**config.mk**
```make
export PLATFORM = sky130hd
export DESIGN_NAME = cpm_pin_mux
export DESIGN_NICKNAME = d
export VERILOG_FILES = /design/src/rtl/cpm_pkg.sv /design/src/rtl/cpm_pin_mux.sv
export VERILOG_INCLUDE_DIRS = /design/src /design/src/rtl
export SDC_FILE = /design/constraint.sdc
export NUM_CORES = 1
export LEC_CHECK = 0
export ABC_AREA = 1
export BUFFER_PORTS_ARGS = -buffer_cell sky130_fd_sc_hd__buf_4
export CORE_ASPECT_RATIO = 2
export CORE_MARGIN = 1
export CORE_UTILIZATION = 40
export DETAILED_ROUTE_END_ITERATION = 8
export GPL_ROUTABILITY_DRIVEN = 0
export PLACE_DENSITY_LB_ADDON = 0.25
export SLEW_MARGIN = 20
export SYNTH_ARGS = -nofsm -noshare
export SYNTH_HDL_FRONTEND = slang
export SYNTH_SLANG_ARGS = --single-unit
```
**constraint.sdc**
```tcl
create_clock -name pclk -period 1.9 [get_ports pclk]
set_input_delay 0.475 -clock pclk [delete_from_list [all_inputs] [get_ports pclk]]
set_output_delay 0.475 -clock pclk [all_outputs]
set_load 0.01 [all_outputs]
```
**src/rtl/cpm_regs.svh**
```systemverilog
// Register offsets, field positions, reset values and timing counts for the pin function mux.
// Included by the package and the top module; definitions only.
`ifndef CPM_REGS_SVH
`define CPM_REGS_SVH

`define CPM_NUM_PINS        10
`define CPM_SEL_W           4
`define CPM_CLK_MHZ         200
// Pin function selector register i sits at CPM_SEL_BASE + 4*i
`define CPM_SEL_BASE        12'h000
`define CPM_CTRL_ADDR       12'h040
`define CPM_STAT_ADDR       12'h044
`define CPM_LOAD_ADDR       12'h048
// Control fields
`define CPM_CTRL_PRESENT    0
`define CPM_CTRL_PD_SUSP    1
`define CPM_CTRL_RWAKE      2
`define CPM_CTRL_RESET      32'h0000_0000
// Status fields
`define CPM_STAT_SUSPEND    0
`define CPM_STAT_CONFIGURED 1
`define CPM_STAT_LOADED     2
`define CPM_STAT_RESUME     3
// Activity LED pulse stretch: 50 ms held low after last activity
`define CPM_LED_MS          50
`define CPM_LED_CYCLES      (`CPM_LED_MS * 1000 * `CPM_CLK_MHZ)

`endif

```
**src/rtl/cpm_pkg.sv**
```systemverilog
// Types for the configurable pin function mux.
// Constants come from cpm_regs.svh.
`include "cpm_regs.svh"

package cpm_pkg;

  typedef enum logic [3:0] {
    CPM_FN_INPUT_PU  = 4'h0,
    CPM_FN_RS485_DRIVER_ENABLE     = 4'h1,
    CPM_FN_POWER_ENABLE_N     = 4'h2,
    CPM_FN_TX_ACTIVITY_LED_N     = 4'h3,
    CPM_FN_RX_ACTIVITY_LED_N     = 4'h4,
    CPM_FN_ANYLED    = 4'h5,
    CPM_FN_SLEEP     = 4'h6,
    CPM_FN_CLK_HALF  = 4'h7,
    CPM_FN_CLK_QUART = 4'h8,
    CPM_FN_CLK_EIGHT = 4'h9,
    CPM_FN_DRIVE1    = 4'hA,
    CPM_FN_DRIVE0    = 4'hB,
    CPM_FN_BITBANG   = 4'hC
  } cpm_fn_t;

  // Serial port side inputs from the UART engine
  typedef struct packed {
    logic txd;
    logic rts_n;
    logic dtr_n;
    logic tx_busy;
    logic tx_lead;
    logic rx_busy;
  } cpm_uart_out_t;

  // Modem pins as seen at the port
  typedef struct packed {
    logic rxd;
    logic cts_n;
    logic dsr_n;
    logic carrier_detect_n;
    logic ring_indicator_n;
  } cpm_uart_in_t;

endpackage

```
**src/rtl/cpm_pin_mux.sv**
```systemverilog
// Configurable pin group function mux with default serial port pin assignment.
// Assumes a UART engine supplies frame status, a USB core supplies suspend and configured state,
// and pad cells resolve output, output enable and pull controls.
// Summary of operation
// Driver enable asserts one bit before start bit, holds until stop bit ends.
// Power enable pin low once USB configured, high during suspend.
// Transmit LED pin pulses low while transmitting.
// Receive LED pin pulses low while receiving.
// Combined LED pin pulses low when transmitting or receiving.
// Suspend indicator pin low during suspend, high otherwise.
// Clock outputs give 30, 15, 7.5 MHz; stopped in suspend. Here pclk/4, pclk/8, pclk/8: 50, 25, 25 MHz.
// Without configuration memory every pin is a pulled-up input.
// Pin functions come from configuration memory, used only when present.
// Optional: input pins switch to weak pull-down during suspend.
// Configurer enables suspend pull-down when power enable switches power.
// Interface pins default to asynchronous serial port operation.
// Serial mode: data, request, terminal-ready out; other modem lines in.
// Ring indicator low while suspended with wakeup enabled signals resume.
// Each pin holds a selector loaded from configuration at start-up.
`timescale 1ns/1ps
`include "cpm_regs.svh"

module cpm_pin_mux
  import cpm_pkg::*;
(
  input  wire logic                       pclk,
  input  wire logic                       presetn,
  input  wire logic                       psel,
  input  wire logic                       penable,
  input  wire logic                       pwrite,
  input  wire logic [11:0]                paddr,
  input  wire logic [31:0]                pwdata,
  output logic      [31:0]                prdata,
  output logic                            pready,
  output logic                            pslverr,
  input  wire logic                       usb_suspend,
  input  wire logic                       usb_configured,
  input  wire cpm_uart_out_t              uart_out,
  output cpm_uart_in_t                    uart_in,
  input  wire logic [7:0]                 serial_pin_in,
  output logic      [7:0]                 serial_pin_out,
  output logic      [7:0]                 serial_pin_oe,
  input  wire logic [`CPM_NUM_PINS-1:0]   config_pin_group_in,
  output logic      [`CPM_NUM_PINS-1:0]   config_pin_group_out,
  output logic      [`CPM_NUM_PINS-1:0]   config_pin_group_oe,
  output logic      [`CPM_NUM_PINS-1:0]   config_pin_group_pu,
  output logic      [`CPM_NUM_PINS-1:0]   config_pin_group_pd,
  output logic      [`CPM_NUM_PINS-1:0]   bitbang_in,
  input  wire logic [`CPM_NUM_PINS-1:0]   bitbang_out,
  input  wire logic [`CPM_NUM_PINS-1:0]   bitbang_oe,
  output logic                            resume_request
);

  localparam int LED_W = $clog2(`CPM_LED_CYCLES + 1);
  localparam logic [LED_W-1:0] LED_LOAD = LED_W'(`CPM_LED_CYCLES);

  // Stored configuration
  cpm_fn_t           sel [`CPM_NUM_PINS];
  cpm_fn_t           cfg [`CPM_NUM_PINS];
  logic [31:0]       ctrl;
  logic              loaded;
  logic [2:0]        clk_div;
  logic [LED_W-1:0]  tx_led_cnt;
  logic [LED_W-1:0]  rx_led_cnt;

  // Bus decode
  wire        acc       = psel & penable;
  wire        wr        = acc & pwrite;
  wire        sel_hit   = (paddr < (`CPM_SEL_BASE + 12'(4 * `CPM_NUM_PINS))) && (paddr[1:0] == 2'b00);
  wire [3:0]  sel_idx   = paddr[5:2];
  wire        ctrl_hit  = (paddr == `CPM_CTRL_ADDR);
  wire        stat_hit  = (paddr == `CPM_STAT_ADDR);
  wire        load_hit  = (paddr == `CPM_LOAD_ADDR);
  wire        any_hit   = sel_hit | ctrl_hit | stat_hit | load_hit;
  wire        present   = ctrl[`CPM_CTRL_PRESENT];
  wire        pd_susp   = ctrl[`CPM_CTRL_PD_SUSP];
  wire        rwake     = ctrl[`CPM_CTRL_RWAKE];
  // start-up load strobe
  wire        load_now  = wr & load_hit;

  wire [3:0]  stat_bits = {resume_request, loaded, usb_configured, usb_suspend};
  wire [31:0] stat_word = {28'h000_0000, stat_bits};
  wire [31:0] sel_word  = {28'h000_0000, cfg[sel_idx]};
  wire [31:0] next_rdata = sel_hit  ? sel_word :
                           ctrl_hit ? ctrl :
                           stat_hit ? stat_word : 32'h0000_0000;

  // Zero wait states: the setup cycle launches pready for the first access cycle
  wire        setup_now   = psel & ~penable;
  wire        next_slverr = setup_now & ~any_hit;
  wire [31:0] next_prdata = (setup_now & ~pwrite) ? next_rdata : 32'h0000_0000;

  always_ff @(posedge pclk or negedge presetn) begin
    if (!presetn) begin
      prdata  <= 32'h0000_0000;
      pready  <= 1'b0;
      pslverr <= 1'b0;
    end else begin
      pready  <= setup_now;
      pslverr <= next_slverr;
      prdata  <= next_prdata;
    end
  end

  wire bus_done = acc & pready;
  wire ctrl_wr  = bus_done & pwrite & ctrl_hit;
  wire load_wr  = bus_done & load_now;

  always_ff @(posedge pclk or negedge presetn) begin
    if (!presetn) begin
      ctrl   <= `CPM_CTRL_RESET;
      loaded <= 1'b0;
    end else begin
      if (ctrl_wr) begin
        ctrl <= {29'h0000_0000, pwdata[2:0]};
      end
      if (load_wr) begin
        loaded <= 1'b1;
      end
    end
  end

  // Clock divider and activity stretch
  wire clk_run   = ~usb_suspend;
  wire tx_act    = uart_out.tx_busy;
  wire rx_act    = uart_out.rx_busy;
  wire tx_led_on = (tx_led_cnt != '0);
  wire rx_led_on = (rx_led_cnt != '0);

  // clocks halt in suspend
  always_ff @(posedge pclk or negedge presetn) begin
    if (!presetn) begin
      clk_div <= 3'h0;
    end else begin
      clk_div <= clk_run ? clk_div + 3'h1 : 3'h0;
    end
  end

  // Stretch keeps a short burst visible on an LED
  always_ff @(posedge pclk or negedge presetn) begin
    if (!presetn) begin
      tx_led_cnt <= '0;
    end else begin
      tx_led_cnt <= tx_act ? LED_LOAD : (tx_led_on ? tx_led_cnt - 1'b1 : tx_led_cnt);
    end
  end

  always_ff @(posedge pclk or negedge presetn) begin
    if (!presetn) begin
      rx_led_cnt <= '0;
    end else begin
      rx_led_cnt <= rx_act ? LED_LOAD : (rx_led_on ? rx_led_cnt - 1'b1 : rx_led_cnt);
    end
  end

  // driver enable spans lead bit to stop bit
  wire rs485_driver_enable_lvl  = uart_out.tx_lead | uart_out.tx_busy;
  // power enable level
  wire power_enable_n_lvl  = usb_suspend | ~usb_configured;
  // suspend indicator level
  wire sleep_lvl  = ~usb_suspend;
  // active-low LED levels
  wire tx_activity_led_n_lvl  = ~tx_led_on;
  wire rx_activity_led_n_lvl  = ~rx_led_on;
  wire anyled_lvl = ~(tx_led_on | rx_led_on);
  // divided clock levels, low while stopped
  wire half_lvl   = ~clk_div[1] & clk_run;
  wire quart_lvl  = ~clk_div[2] & clk_run;
  wire eighth_lvl = clk_div[2] & clk_div[1] & clk_run;

  // One writer per pad vector; the pin loop only computes next values
  logic [`CPM_NUM_PINS-1:0] next_pin_out;
  logic [`CPM_NUM_PINS-1:0] next_pin_oe;
  logic [`CPM_NUM_PINS-1:0] next_pin_pu;
  logic [`CPM_NUM_PINS-1:0] next_pin_pd;
  logic [`CPM_NUM_PINS-1:0] cfg_wr;

  genvar gi;
  generate
    for (gi = 0; gi < `CPM_NUM_PINS; gi++) begin : g_pin
      cpm_fn_t fn;
      logic    next_out;
      logic    next_oe;
      // stored function used only when memory present
      assign fn = present ? sel[gi] : CPM_FN_INPUT_PU;
      // staged selector write decode
      assign cfg_wr[gi] = bus_done & pwrite & sel_hit & (sel_idx == 4'(gi));

      always_comb begin
        next_out = 1'b1;
        next_oe  = 1'b1;
        unique case (fn)
          CPM_FN_RS485_DRIVER_ENABLE:     next_out = rs485_driver_enable_lvl;
          CPM_FN_POWER_ENABLE_N:     next_out = power_enable_n_lvl;
          // transmit led
          CPM_FN_TX_ACTIVITY_LED_N:     next_out = tx_activity_led_n_lvl;
          // receive led
          CPM_FN_RX_ACTIVITY_LED_N:     next_out = rx_activity_led_n_lvl;
          // combined led
          CPM_FN_ANYLED:    next_out = anyled_lvl;
          CPM_FN_SLEEP:     next_out = sleep_lvl;
          // divided clock outputs
          CPM_FN_CLK_HALF:  next_out = half_lvl;
          CPM_FN_CLK_QUART: next_out = quart_lvl;
          CPM_FN_CLK_EIGHT: next_out = eighth_lvl;
          CPM_FN_DRIVE1:    next_out = 1'b1;
          CPM_FN_DRIVE0:    next_out = 1'b0;
          CPM_FN_BITBANG: begin
            next_out = bitbang_out[gi];
            next_oe  = bitbang_oe[gi];
          end
          // default pulled-up input
          default: begin
            next_out = 1'b0;
            next_oe  = 1'b0;
          end
        endcase
      end

      assign next_pin_out[gi] = next_out;
      assign next_pin_oe[gi]  = next_oe;
      // suspend pull-down option
      assign next_pin_pd[gi]  = ~next_oe & pd_susp & usb_suspend;
      assign next_pin_pu[gi]  = ~next_oe & ~(pd_susp & usb_suspend);
    end
  endgenerate

  // Staged and active selectors
  always_ff @(posedge pclk or negedge presetn) begin
    if (!presetn) begin
      for (int i = 0; i < `CPM_NUM_PINS; i++) begin
        sel[i] <= CPM_FN_INPUT_PU;
        cfg[i] <= CPM_FN_INPUT_PU;
      end
    end else begin
      for (int i = 0; i < `CPM_NUM_PINS; i++) begin
        if (cfg_wr[i]) begin
          cfg[i] <= cpm_fn_t'(pwdata[3:0]);
        end
        // selector loaded at start-up
        if (load_wr) begin
          sel[i] <= cfg[i];
        end
      end
    end
  end

  // Pad controls; reset leaves every pin a pulled-up input
  always_ff @(posedge pclk or negedge presetn) begin
    if (!presetn) begin
      config_pin_group_out <= '0;
      config_pin_group_oe  <= '0;
      config_pin_group_pu  <= '1;
      config_pin_group_pd  <= '0;
      bitbang_in           <= '0;
    end else begin
      config_pin_group_out <= next_pin_out;
      config_pin_group_oe  <= next_pin_oe;
      config_pin_group_pu  <= next_pin_pu;
      config_pin_group_pd  <= next_pin_pd;
      bitbang_in           <= config_pin_group_in;
    end
  end

  // default serial port pin assignment
  wire [7:0] ser_oe = 8'h15;
  wire [7:0] ser_o;
  assign ser_o[0]   = uart_out.txd;
  assign ser_o[1]   = 1'b0;
  assign ser_o[2]   = uart_out.rts_n;
  assign ser_o[3]   = 1'b0;
  assign ser_o[4]   = uart_out.dtr_n;
  assign ser_o[7:5] = 3'h0;

  // Modem inputs in port order
  cpm_uart_in_t next_uart_in;
  assign next_uart_in = '{rxd:              serial_pin_in[1],
                          cts_n:            serial_pin_in[3],
                          dsr_n:            serial_pin_in[5],
                          carrier_detect_n: serial_pin_in[6],
                          ring_indicator_n: serial_pin_in[7]};
  // ring indicator wakes the host
  wire next_resume = rwake & usb_suspend & ~serial_pin_in[7];

  // Serial pins and modem inputs, registered like the pads
  always_ff @(posedge pclk or negedge presetn) begin
    if (!presetn) begin
      serial_pin_out <= 8'h15;
      serial_pin_oe  <= 8'h00;
      uart_in        <= '1;
      resume_request <= 1'b0;
    end else begin
      serial_pin_out <= ser_o;
      serial_pin_oe  <= ser_oe;
      uart_in        <= next_uart_in;
      resume_request <= next_resume;
    end
  end

endmodule

```
======== Word level (Yosys, flattened, before mapping) ========
Cells that the tools add are included.
word-level totals
  input port bits ......................... 95
  output and inout bits ................... 106
  bits in read-only memories .............. 0
  latch bits .............................. 0
  register bits ........................... 201
  memories kept ........................... 0
  memory bits (writable) .................. 0
operators by class
  div/mod/pow operators ................... 0
  add/sub/neg operators ................... 3
  multipliers ............................. 0
  bitwise gates (word level) .............. 87
  shift-type cells ........................ 0
  muxes and demuxes ....................... 42
  equal/unequal tests ..................... 132
  reduce and logical (&&, ||, !) cells .... 17
  magnitude comparators ................... 2
operators by type and width
  operator               count
  $eq 4x4->1 const B     52
  $eq 4x3->1 const B     44
  $pmux 1 s11            10
  $reduce_or 11->1       10
  $mux 24                4
  $eq 4x2->1 const B     22
  $mux 4                 16
  $and 1x1->1            58
  $reduce_bool 24->1     2
  $sub 24x1->24 const B  2
  $eq 4x1->1 const B     11
  $eq 12x7->1 const B    3
  $not 1->1              22
  $pmux 1 s2             10
  $bmux 4 s4             1
  $lt 12x6->1 const B    1
  $or 1x1->1             6
  $ge 5x5->1 const B     1
  $not 4->5              1
  $logic_not 4->1        1
  $reduce_bool 2->1      2
  $add 3x1->3 const B    1
  $mux 3                 1
  $logic_not 2->1        1
  $logic_and 1x1->1      1

======== Longest topological paths before layout ========
Gate-level depths: netlist of run 1.
  word-level depth ........................ 7
  depth in mapped cells ................... 11
  gate-level depth less buffers ........... 10

======== Least setup slack after synthesis of run 1 ========
OpenSTA, ideal clock, no wires.
  path kind ............................... register to register
  from .................................... reg tx_led_cnt[0]
  to ...................................... reg tx_led_cnt[5]
  required time ........................... 1.787 ns
  period minus slack after synthesis ...... 1.654 ns
  setup time .............................. 0.113 ns
  arrival ................................. 1.542 ns
  slack ................................... 0.246 ns
  stages on the path, launching flop included .. 11
  path buffers ............................ 1
  cells stage by stage .................... dfrtp_1 inv_1 ha_1 nand2_1 nor2_2 nand3_2 buf_2 a21oi_1 nor2_1 nand2_1 inv_1
between the ends
  longest elaborated chain between the ends .. 3
  elaborated cells on any way between the ends .. 5
RTL lines
  element                 RTL line            RTL
  start, declared         cpm_pin_mux.sv:63   logic [LED_W-1:0] tx_led_cnt;
  start signal, assigned  cpm_pin_mux.sv:144  tx_led_cnt <= tx_act ? LED_LOAD : (tx_led_on ? tx_led_cnt - 1'b1 : tx_led_cnt);
  $sub 24x1->24           cpm_pin_mux.sv:144
  $mux 24 (2 in a row)    cpm_pin_mux.sv:144
Parallel ways exist; a longest one is shown, timed or not. The select of a mux whose other input is x is not followed.
A chain may end at the register's enable or synchronous reset.

======== Worst setup path in the final report of run 1 ========
  from .................................... reg tx_led_cnt[21]
  to ...................................... reg config_pin_group_out[1]
between the ends
  longest elaborated chain between the ends .. 4
  elaborated cells on any way between the ends .. 5
RTL lines
  element                      RTL line            RTL
  $reduce_bool 24->1 *         cpm_pin_mux.sv:127  wire tx_led_on = (tx_led_cnt != '0);
  $or 1x1->1                   cpm_pin_mux.sv:165  wire anyled_lvl = ~(tx_led_on | rx_led_on);
  $not 1->1                    cpm_pin_mux.sv:165
  $pmux 1 s11 *                cpm_pin_mux.sv:192  unique case (fn)
  named net g_pin[1].next_out  cpm_pin_mux.sv:182  logic next_out;
  end signal, assigned         cpm_pin_mux.sv:257  config_pin_group_out <= next_pin_out;
  end, declared                cpm_pin_mux.sv:44   output logic [`CPM_NUM_PINS-1:0] config_pin_group_out,
The timed path passes the listed nets; every way through them passes the cells marked *.

==> results of run 1 <==
## layout make-up
| cell class | instances | area (µm²) | area share (%) |
|---|---|---|---|
| Clock inverter | 1 | 30.0 | 0.230 |
| Multi-Input combinational cell | 1033 | 4630 | 35.5 |
| Clock buffer | 31 | 551 | 4.22 |
| Timing Repair Buffer | 203 | 1650 | 12.6 |
| Tap cell | 344 | 430 | 3.30 |
| Sequential cell | 201 | 5050 | 38.7 |
| Antenna cell | 1 | 2.50 | 0.0192 |
| Inverter | 186 | 698 | 5.35 |
## worst paths after layout
path | to | slack [ns] | cells after the start
max | config_pin_group_out[1] | 0.16 | 8
min in group asynchronous | tx_led_cnt[18] | 0.49 | 2
max reg2reg | config_pin_group_out[1] | 0.16 | 8
min | serial_pin_out[2] | 0.08 | 1
min reg2reg | clk_div[0] | 0.43 | 1
max in group asynchronous | sel[17] | 0.73 | 3
## registers in the layout, indices dropped and copies added (netlist names), 10 cells and up
name / cells
cfg: 40
rx_led_cnt: 24
sel: 40
config_pin_group_oe: 10
config_pin_group_pd: 10
config_pin_group_out: 10
config_pin_group_pu: 10
tx_led_cnt: 24
bitbang_in: 10
## per-stage QoR
stage / utilization [%] / cell area, µm² / power (mW) / hold slack, ns / std cells
after floorplan: - / 10800 / 5.05 / 0.179 / 1490
after global placement: 47.3 / 12400 / 5.49 / 0.421 / 1966
after detailed placement: 47.3 / 12400 / 5.50 / 0.420 / 1966
after CTS: 49.6 / 13000 / 9.23 / 0.0627 / 1999
after global routing: 49.6 / 13000 / 9.49 / 0.0661 / 2000
final: 49.6 / 13000 / 9.10 / 0.0808 / 2000
## cells by family after synthesis
| logic type | after synthesis | synth area share, % |
|---|---|---|
| XOR/XNOR | 19 | 1.56 |
| AND/OR/NAND/NOR | 824 | 32.6 |
| AO/OA/AOI/OAI | 148 | 7.36 |
| other | 2 | 0.0703 |
| buffers and inverters | 256 | 10.7 |
| flip-flops | 201 | 47.3 |
| adder cells (fa/ha/maj) | 3 | 0.351 |
## routing by layer
layer  vias up  track usage (%)
met4         0             16.2
met5         -                0
met1      4474             21.8
met2       273             42.0
li1       4900                -
met3       125             1.73
## what timing repair did
| item | in CTS | in global routing |
|---|---|---|
| hold buffers | 1 | 0 |
| gates resized for setup | 0 | 3 |
| hold endpoints to repair | 33 | 0 |
| setup endpoints to repair | 0 | 9 |
## critical path: cells and delay by family, from the launching register on
kind | cells | cell delay [ns]
flops | 1 | 0.41
simple gates | 7 | 1.03
buf+inv | 1 | 0.20
## power breakdown
group	switching, mW	total [mW]	internal, mW
Clock	1.57	3.67	2.11
Combinational	0.597	0.973	0.377
Sequential	0.0776	4.46	4.38
## cells in the final DEF (no fill, tap or decap), types with 2 or more instances in the layout
cell	n
nand2_1	362
nor2_1	246
buf_4	192
inv_1	183
dfrtp_1	183
nand3_1	118
o21ai_0	104
conb_1	39
nor3_1	35
nand4_1	27
clkbuf_16	19
xor2_1	18
dfstp_2	18
a21oi_1	16
o21ai_1	13
or2_2	9
clkbuf_1	9
buf_12	9
nor2_2	6
nand3b_1	5
o211ai_1	4
nor2_4	4
o31ai_1	4
clkbuf_8	4
nor4_1	3
nand2_2	3
ha_1	3
nand3_2	2
a2111oi_0	2
a32oi_1	2
inv_2	2
==> flow_summary.yaml, run 1 <==
status:
  status: "finished clean"
detailed_routing:
  vias: 9772
  first_iter_violations: 577
  firstDrtPassIters: 5
  drc_errors: 0
  top_layer: "met4"
  wl_met1_um: 10300
  antenna_left: 0
  wl_per_cell_um: 14.6
  routed_wl_um: 29200
  wl_met3_um: 903
  wl_met2_um: 15700
  via_per_inst: 4.89
logic_synthesis:
  async_reset_ff_share_pct: 100
  yosys_warnings: 0
  yosysSeqAreaShare_pct: 47.3
  synth_top_cell_area_share_pct: 42.9
  synth_edf_count: 0
  synth_most_common_cell: "nand2_1"
  synth_cell_types: 40
  synth_area_mm2: 0.0107
  avgSynthCellArea_um2: 7.35
  synth_top_area_cell: "dfrtp_1"
  synth_area_leaders: "dfrtp_1 43%, nand2_1 13%, nor2_1 8.7%, inv_1 6.4%, nand3_1 5.5%"
  synth-main-ff-cell: "dfrtp_1"
  synth-seq-cells: 201
  yosys-top-cells-count: "362 x nand2_1, 248 x nor2_1, 183 x dfrtp_1, 183 x inv_1, 118 x nand3_1"
  syn_inst: 1453
worst_setup_path:
  start_kind: "flop"
  cp_slowest_stage_delay_ns: 0.41
  endpoint_kind: "flop"
  critPathKind: "flop to flop"
  crit_start: "tx_led_cnt[21]"
  crit_chain: "nor2_1, nand2_1, nor2_1, nand3_2, buf_4, nor2_4, nand2_1, nand3_1"
  cp_max_fo: 6
  r2r-start: "tx_led_cnt[21]"
  crit_arrival_ns: 2.15
  crit_required_ns: 2.31
  slowest_stage: "dfrtp_1"
clock_tree:
  cts_tree: "yes"
  cts_root_buf: "clkbuf_16"
  numCtsBuffers: 19
  clk_pin_slew_ns: 0.06
  worst_skew_pair.late_latency_ns: 0.50
  clk_path_buf_depth: 3
  cts_setup_buffers: 0
  clock_sinks: 201
  cts_htree_levels: 1
global_route:
  grt_pass1_vias: 9760
  overflow: 0
  grt_pass1_wl_um: 47300
  grt_max_degree: 57
  grtUsageTotal_pct: 21.9
  antenna_found_initial: 1
sta:
  worstMarginPinSlew_ns: 0.479
  finClkSkew_ns: 0.0101
  setup_viol: 0
  fmaxAchievable_mhz: 575
  fin_setup_tns_ns: 0
  drv_slew: 0
  timing.final.ws_setup_ns: 0.162
  rsz0062_at_grt: "no"
  finalCritPeriodShare_pct: 91.5
  relSlewSlack_pct: 67.3
  period_needed_ns: 1.74
  hold_viol: 0
power_and_ir_drop:
  power_density_mw_per_mm2: 698
  peakVddDrop_mv: 0.456
  p_leak_nw: 6.46
floorplanning:
  fp.dieH_um: 233
  placementRows: 84
  dieArea_mm2: 0.0274
  start_util_pct: 40.7
  core_area_mm2: 0.0263
  die_w_um: 118
  io_pins: 201
placement:
  port_buffers: 131
  post-place-ws_ns: -0.0229
  dp_hpwl_um: 22900
finish:
  syn2layout_area_growth_pct: 22.1
  drive_gt1_share_pct: 16.4
  nets: 1742
  fillers: 2609
hold_path:
  hold_class: "input pin to flop"
  hp-start: "uart_out[4]"
run:
  drv_cap: 0
Note: power is estimated with default switching activity, not from simulation.
==> run 2, diff against run 1 <==
--- a/config.mk
+++ b/config.mk
@@ -10,7 +10,7 @@
 export BUFFER_PORTS_ARGS = -buffer_cell sky130_fd_sc_hd__buf_4
 export CORE_ASPECT_RATIO = 2
 export CORE_MARGIN = 1
-export CORE_UTILIZATION = 40
+export CORE_UTILIZATION = 45
 export DETAILED_ROUTE_END_ITERATION = 8
 export GPL_ROUTABILITY_DRIVEN = 0
 export PLACE_DENSITY_LB_ADDON = 0.25
==> run 2 against run 1 <==
The run now ends with design-rule violations left. Via count increased by 1.3%. Critical path depth up 2. Sequential share of layout area decreased by 0.17 points. Final cell count is 3.1% lower. Core utilization up 6.5 points. Register-to-register slack got worse by 0.05 ns. Worst hold slack worse by 0.0079 ns. Non-clock buffer count decreased by 4. First-iteration DRC count decreased by 4.7%. Maximum frequency shrank 2.9%. Power grew 6.6%. Combinational power up 2%. Largest cell class unchanged. Highest routed layer unchanged.
==> flow_summary.yaml, run 2 (synthesis results as in run 1) <==
placement:
  placed_cells: 1900
  port_buffers: 131
  dp_hpwl_um: 22300
sta:
  finClkSkew_ns: 0.0124
  finalCritPeriodShare_pct: 94.2
  drv_slew: 0
  worstMarginPinSlew_ns: 0.532
  hold_viol: 0
  relSlewSlack_pct: 64.2
  hold_ws_ns: 0.0730
  period_needed_ns: 1.79
  fmaxAchievable_mhz: 559
  setup_viol: 0
  rsz0062_at_grt: "no"
worst_setup_path:
  crit_required_ns: 2.33
  crit_arrival_ns: 2.22
  rr_worst_depth: 10
  r2r_end: "config_pin_group_out[7]"
  r2r_slack_ns: 0.11
  crit_chain: "nor2_2, nand2_1, nor2_1, inv_1, nor2_4, buf_6, nand3_1, nand2_1, nor2_1, nand2_1"
  critPathTopFamily: "simple AND/OR/NAND/NOR gates"
  start_kind: "flop"
  r2r-start: "rx_led_cnt[17]"
  critPathKind: "flop to flop"
  slowest_stage: "dfrtp_1"
  cp.buffers_inverters: 2
  cp_slowest_stage_delay_ns: 0.42
  crit_top_cell: "nand2_1"
  cp_max_fo: 12
  endpoint_kind: "flop"
power_and_ir_drop:
  pwr-share-comb_pct: 10.2
  p_sw_share_pct: 24.6
  p_leak_nw: 6.53
  p_int_mw: 7.31
  seqPwrFrac_pct: 45.9
  peakVddDrop_mv: 0.749
  power_density_mw_per_mm2: 741
  power_mw: 9.70
  p_switching_mw: 2.39
  p_clk_share_pct: 43.9
clock_tree:
  clk_path_buf_depth: 3
  worst_skew_pair.late_latency_ns: 0.51
  cts_htree_levels: 1
  clk_pin_slew_ns: 0.07
  cts_root_buf: "clkbuf_16"
  clock_sinks: 201
  cts_tree: "yes"
  numCtsBuffers: 20
run:
  drv_cap: 0
status:
  violations: "design-rule violations"
  status: "finished, violations left"
hold_path:
  hp-start: "uart_out[3]"
  hold_class: "input pin to flop"
  hold_depth: 1
  worstHoldEndpoint: "serial_pin_out[4]"
floorplanning:
  fp.dieH_um: 220
  die_w_um: 111
  start_util_pct: 45.8
  placementRows: 79
  core_area_mm2: 0.0233
  dieArea_mm2: 0.0244
  io_pins: 201
detailed_routing:
  routed_wl_um: 29000
  firstDrtPassIters: 7
  antenna_left: 0
  vias: 9897
  first_iter_violations: 550
  wl_per_cell_um: 15.0
  drc_errors: 8
  via_per_inst: 5.11
global_route:
  overflow: 0
  antenna_found_initial: 0
  grtUsageTotal_pct: 24.1
  grt_max_degree: 82
  grt_pass1_vias: 9630
  grt_pass1_wl_um: 46200
finish:
  nets: 1739
  drive_gt1_share_pct: 17.0
  diodes: 0
  fin_cells: 1938
  final_cell_mix: "361 x nand2_1, 245 x nor2_1, 186 x buf_4, 183 x inv_1, 183 x dfrtp_1"
  top_regs: "cfg: 40 flops, sel: 40 flops"
  syn2layout_area_growth_pct: 22.6
  final_common_cell: "nand2_1"
-- run 2: stage by stage --
step | worst slack (ns) | utilization [%] | setup TNS, ns | instance area [µm²]
floorplan | 0.246 | - | 0 | 10800
global placement | 0.0120 | 52.9 | 0 | 12300
detailed placement | -0.0145 | 52.9 | -0.0388 | 12300
CTS | 0.0180 | 56.0 | 0 | 13100
global route | 0.00207 | 56.1 | 0 | 13100
finish | 0.110 | 56.1 | 0 | 13100
-- run 2: area by class of cell --
class                   instances  area [µm²]
clock inverters                 9         126
multi-input cells            1033        4650
flip-flops and latches        201        5050
well taps                     283         354
fillers                      2210       10200
repair buffers                199        1630
inverters                     186         698
clock buffers                  27         578
-- run 2: routing by layer --
layer / global-route usage [%] / vias up / wire (µm)
li1: - / 4893 / -
met1: 23.3 / 4552 / 10000
met2: 47.4 / 342 / 15900
met3: 2.81 / 110 / 1240
met4: 16.2 / 0 / 1830
met5: 0 / - / 0
-- run 2: what timing repair did --
item,CTS,global route
hold endpoints to repair,36,0
setup endpoints to repair,1,16
buffers inserted,0,1
hold buffers,1,0
pin swaps,0,1
cloned,0,0
resized for setup,1,10
-- run 2: worst max path at each step --
stage | start | end | slack, ns | cells after the start
after detailed placement | paddr[11] | cfg[17] | -0.01 | 10
after global placement | paddr[11] | cfg[19] | 0.01 | 10
after global routing | ctrl[0] | config_pin_group_out[8] | 0.002 | 7
after CTS | tx_led_cnt[0] | tx_led_cnt[0] | 0.02 | 9
final | rx_led_cnt[17] | config_pin_group_out[7] | 0.11 | 10
after floorplan | tx_led_cnt[0] | tx_led_cnt[5] | 0.25 | 10
-- run 2: power groups by stage --
stage	registers (mW)	logic, mW	clock network (mW)
CTS	4.45	0.982	4.35
detailed placement	4.53	0.974	0
finish	4.46	0.988	4.26
floorplan	4.53	0.519	0
global placement	4.53	0.961	0
global route	4.46	1.10	4.54
==> run 3, diff against run 2 <==
--- a/config.mk
+++ b/config.mk
@@ -10,7 +10,7 @@
 export BUFFER_PORTS_ARGS = -buffer_cell sky130_fd_sc_hd__buf_4
 export CORE_ASPECT_RATIO = 2
 export CORE_MARGIN = 1
-export CORE_UTILIZATION = 45
+export CORE_UTILIZATION = 51
 export DETAILED_ROUTE_END_ITERATION = 8
 export GPL_ROUTABILITY_DRIVEN = 0
 export PLACE_DENSITY_LB_ADDON = 0.25
==> constraint.sdc (replaced) <==
create_clock -name pclk -period 1.45 [get_ports pclk]
set_input_delay 0.3625 -clock pclk [delete_from_list [all_inputs] [get_ports pclk]]
set_output_delay 0.3625 -clock pclk [all_outputs]
set_load 0.01 [all_outputs]
==> run 3 against run 2 <==
The run ends with negative setup slack left. Critical path depth unchanged. Worst hold slack worse by 0.037 ns. Final cell count rose by 8.8%. Die area fell by 12%. Combinational power increased by 100%. Global-route usage increased by 6.1 points. Critical endpoint is now rx_led_cnt[1]. Largest cell class is now multi-input gates. Clock power grew 33%. First-iteration DRC count is 55% higher. Sequential cell count unchanged.
==> flow_summary.yaml, run 3 (synthesis results as in run 1) <==
detailed_routing:
  antenna_left: 0
  drc_errors: 0
  firstDrtPassIters: 6
  wl_per_cell_um: 18.5
  routed_wl_um: 38900
  first_iter_violations: 850
  vias: 11600
  via_per_inst: 5.49
global_route:
  grt_pass1_wl_um: 50900
  grtUsageTotal_pct: 30.2
  grt_pass1_vias: 10800
  overflow: 0
  antenna_found_initial: 0
  grt_max_degree: 82
placement:
  port_buffers: 131
  dp_hpwl_um: 23400
  placed_cell_area_mm2: 0.0133
power_and_ir_drop:
  peakVddDrop_mv: 0.971
  power_density_mw_per_mm2: 840
  power_mw: 13.5
  p_leak_nw: 7.84
sta:
  period_needed_ns: 1.75
  hold_viol: 0
  rsz0062_at_grt: "yes"
  fmaxAchievable_mhz: 572
  drv_slew: 0
  setup_viol: 110
  worstMarginPinSlew_ns: 0.560
  finClkSkew_ns: 0.0101
  timing.final.ws_setup_ns: -0.297
  finalCritPeriodShare_pct: 120
  relSlewSlack_pct: 62.3
worst_setup_path:
  cp_max_fo: 7
  r2r_slack_ns: -0.30
  crit_required_ns: 1.84
  crit_arrival_ns: 2.14
  r2r_end: "rx_led_cnt[1]"
  slowest_stage: "dfrtp_1"
  rr_worst_depth: 10
  critPathKind: "flop to flop"
  critPathTopFamily: "buffers and inverters"
  r2r-start: "rx_led_cnt[1]"
  endpoint_kind: "flop"
  start_kind: "flop"
  cp_slowest_stage_delay_ns: 0.41
  cp.buffers_inverters: 4
  crit_chain: "inv_2, ha_4, nand2_4, nor2_4, nand2_2, nor2_4, buf_8, buf_8, buf_6, o31ai_1"
finish:
  diodes: 0
  regArea_mm2: 0.00505
  drive_gt1_share_pct: 35.8
  top_regs: "cfg: 40 flops, sel: 40 flops"
  final_cell_mix: "295 x buf_4, 285 x nand2_1, 194 x nor2_1, 182 x dfrtp_1, 167 x inv_1"
  finalInstanceArea_mm2: 0.0161
  final_common_cell: "buf_4"
  syn2layout_area_growth_pct: 50.4
  multi_input_area_mm2: 0.00575
  nets: 1926
  fillers: 1344
clock_tree:
  cts_htree_levels: 1
  clock_sinks: 201
  clk_pin_slew_ns: 0.07
  numCtsBuffers: 20
  cts_tree: "yes"
  worst_skew_pair.late_latency_ns: 0.51
  cts_root_buf: "clkbuf_16"
  clk_path_buf_depth: 3
floorplanning:
  die_w_um: 104
  core_area_mm2: 0.0205
  placementRows: 74
  dieArea_mm2: 0.0216
  io_pins: 201
  fp.dieH_um: 207
  start_util_pct: 52.2
hold_path:
  hp-start: "penable"
  hold_class: "input pin to flop"
  worstHoldEndpoint: "pready"
  hold_depth: 2
run:
  drv_cap: 0
status:
  violations: "negative setup slack"
  status: "finished, violations left"
run 3: cell types whose count changed in the layout (fill, tap and decap cells not counted), moves of 26 or more:
cell and delta:
o21ai_1 +35, buf_6 +37, nor2_1 -51, o21ai_0 -55, nand2_2 +54, nand2_1 -76, nor2_4 +30, nand3_1 -26
buf_4 +109
run 3: routing by layer:
layer | wire length (µm) | GRT usage, % | share of wire [%]
met1 | 11900 | 28.0 | 31
met2 | 21000 | 59.6 | 54
met3 | 2260 | 3.42 | 5.8
met4 | 3780 | 22.4 | 9.7
met5 | 0 | 0 | 0
run 3: worst register-to-register path: stages (launching register included):
cell     delay [ns]
dfrtp_1        0.41
inv_2          0.06
ha_4           0.18
nand2_4        0.09
nor2_4         0.05
nand2_2        0.09
nor2_4         0.05
buf_8          0.15
buf_8          0.14
buf_6          0.12
o31ai_1        0.29
run 3: where the power goes:
part,internal (mW),leakage (nW),switching (mW)
Clock,3.36,0.345,2.30
Combinational,0.875,5.09,1.14
Sequential,5.74,2.40,0.0995
run 3: cell type report:
type	instances	share of cell area, %
Clock inverter	7	0.732
Tap cell	266	2.07
Timing Repair Buffer	384	21.8
Clock buffer	29	3.65
Inverter	186	4.47
Multi-Input combinational cell	1035	35.8
Sequential cell	201	31.5
run 3: worst max path at each step:
stage | from | to | slack (ns) | depth (start not counted)
global placement | tx_led_cnt[7] | tx_led_cnt[19] | -0.31 | 9
detailed placement | rx_led_cnt[19] | rx_led_cnt[1] | -0.32 | 9
global route | rx_led_cnt[1] | config_pin_group_out[9] | -0.37 | 12
finish | rx_led_cnt[1] | rx_led_cnt[1] | -0.30 | 10
floorplan | paddr[8] | cfg[16] | -0.05 | 8
CTS | rx_led_cnt[1] | rx_led_cnt[4] | -0.14 | 11
run 3: what timing repair did:
action	CTS	global route
hold buffers	19	0
buffers inserted	16	18
pin swaps	35	62
setup endpoints to repair	113	172
endpoints found under the hold margin	40	0
resized for setup	141	254
cloned	1	16
run 3: per-stage QoR:
step,utilization [%],std cells,setup TNS (ns),worst slack (ns),hold WS (ns)
after detailed placement,65.0,2005,-33.97,-0.320,0.317
final,78.5,2108,-11.07,-0.297,0.0359
after global routing,78.5,2108,-19.58,-0.373,0.0553
after CTS,72.3,2076,-5.56,-0.138,0.0392
after floorplan,-,1490,-1.44,-0.0528,0.0669
after global placement,65.0,2005,-29.32,-0.308,0.315
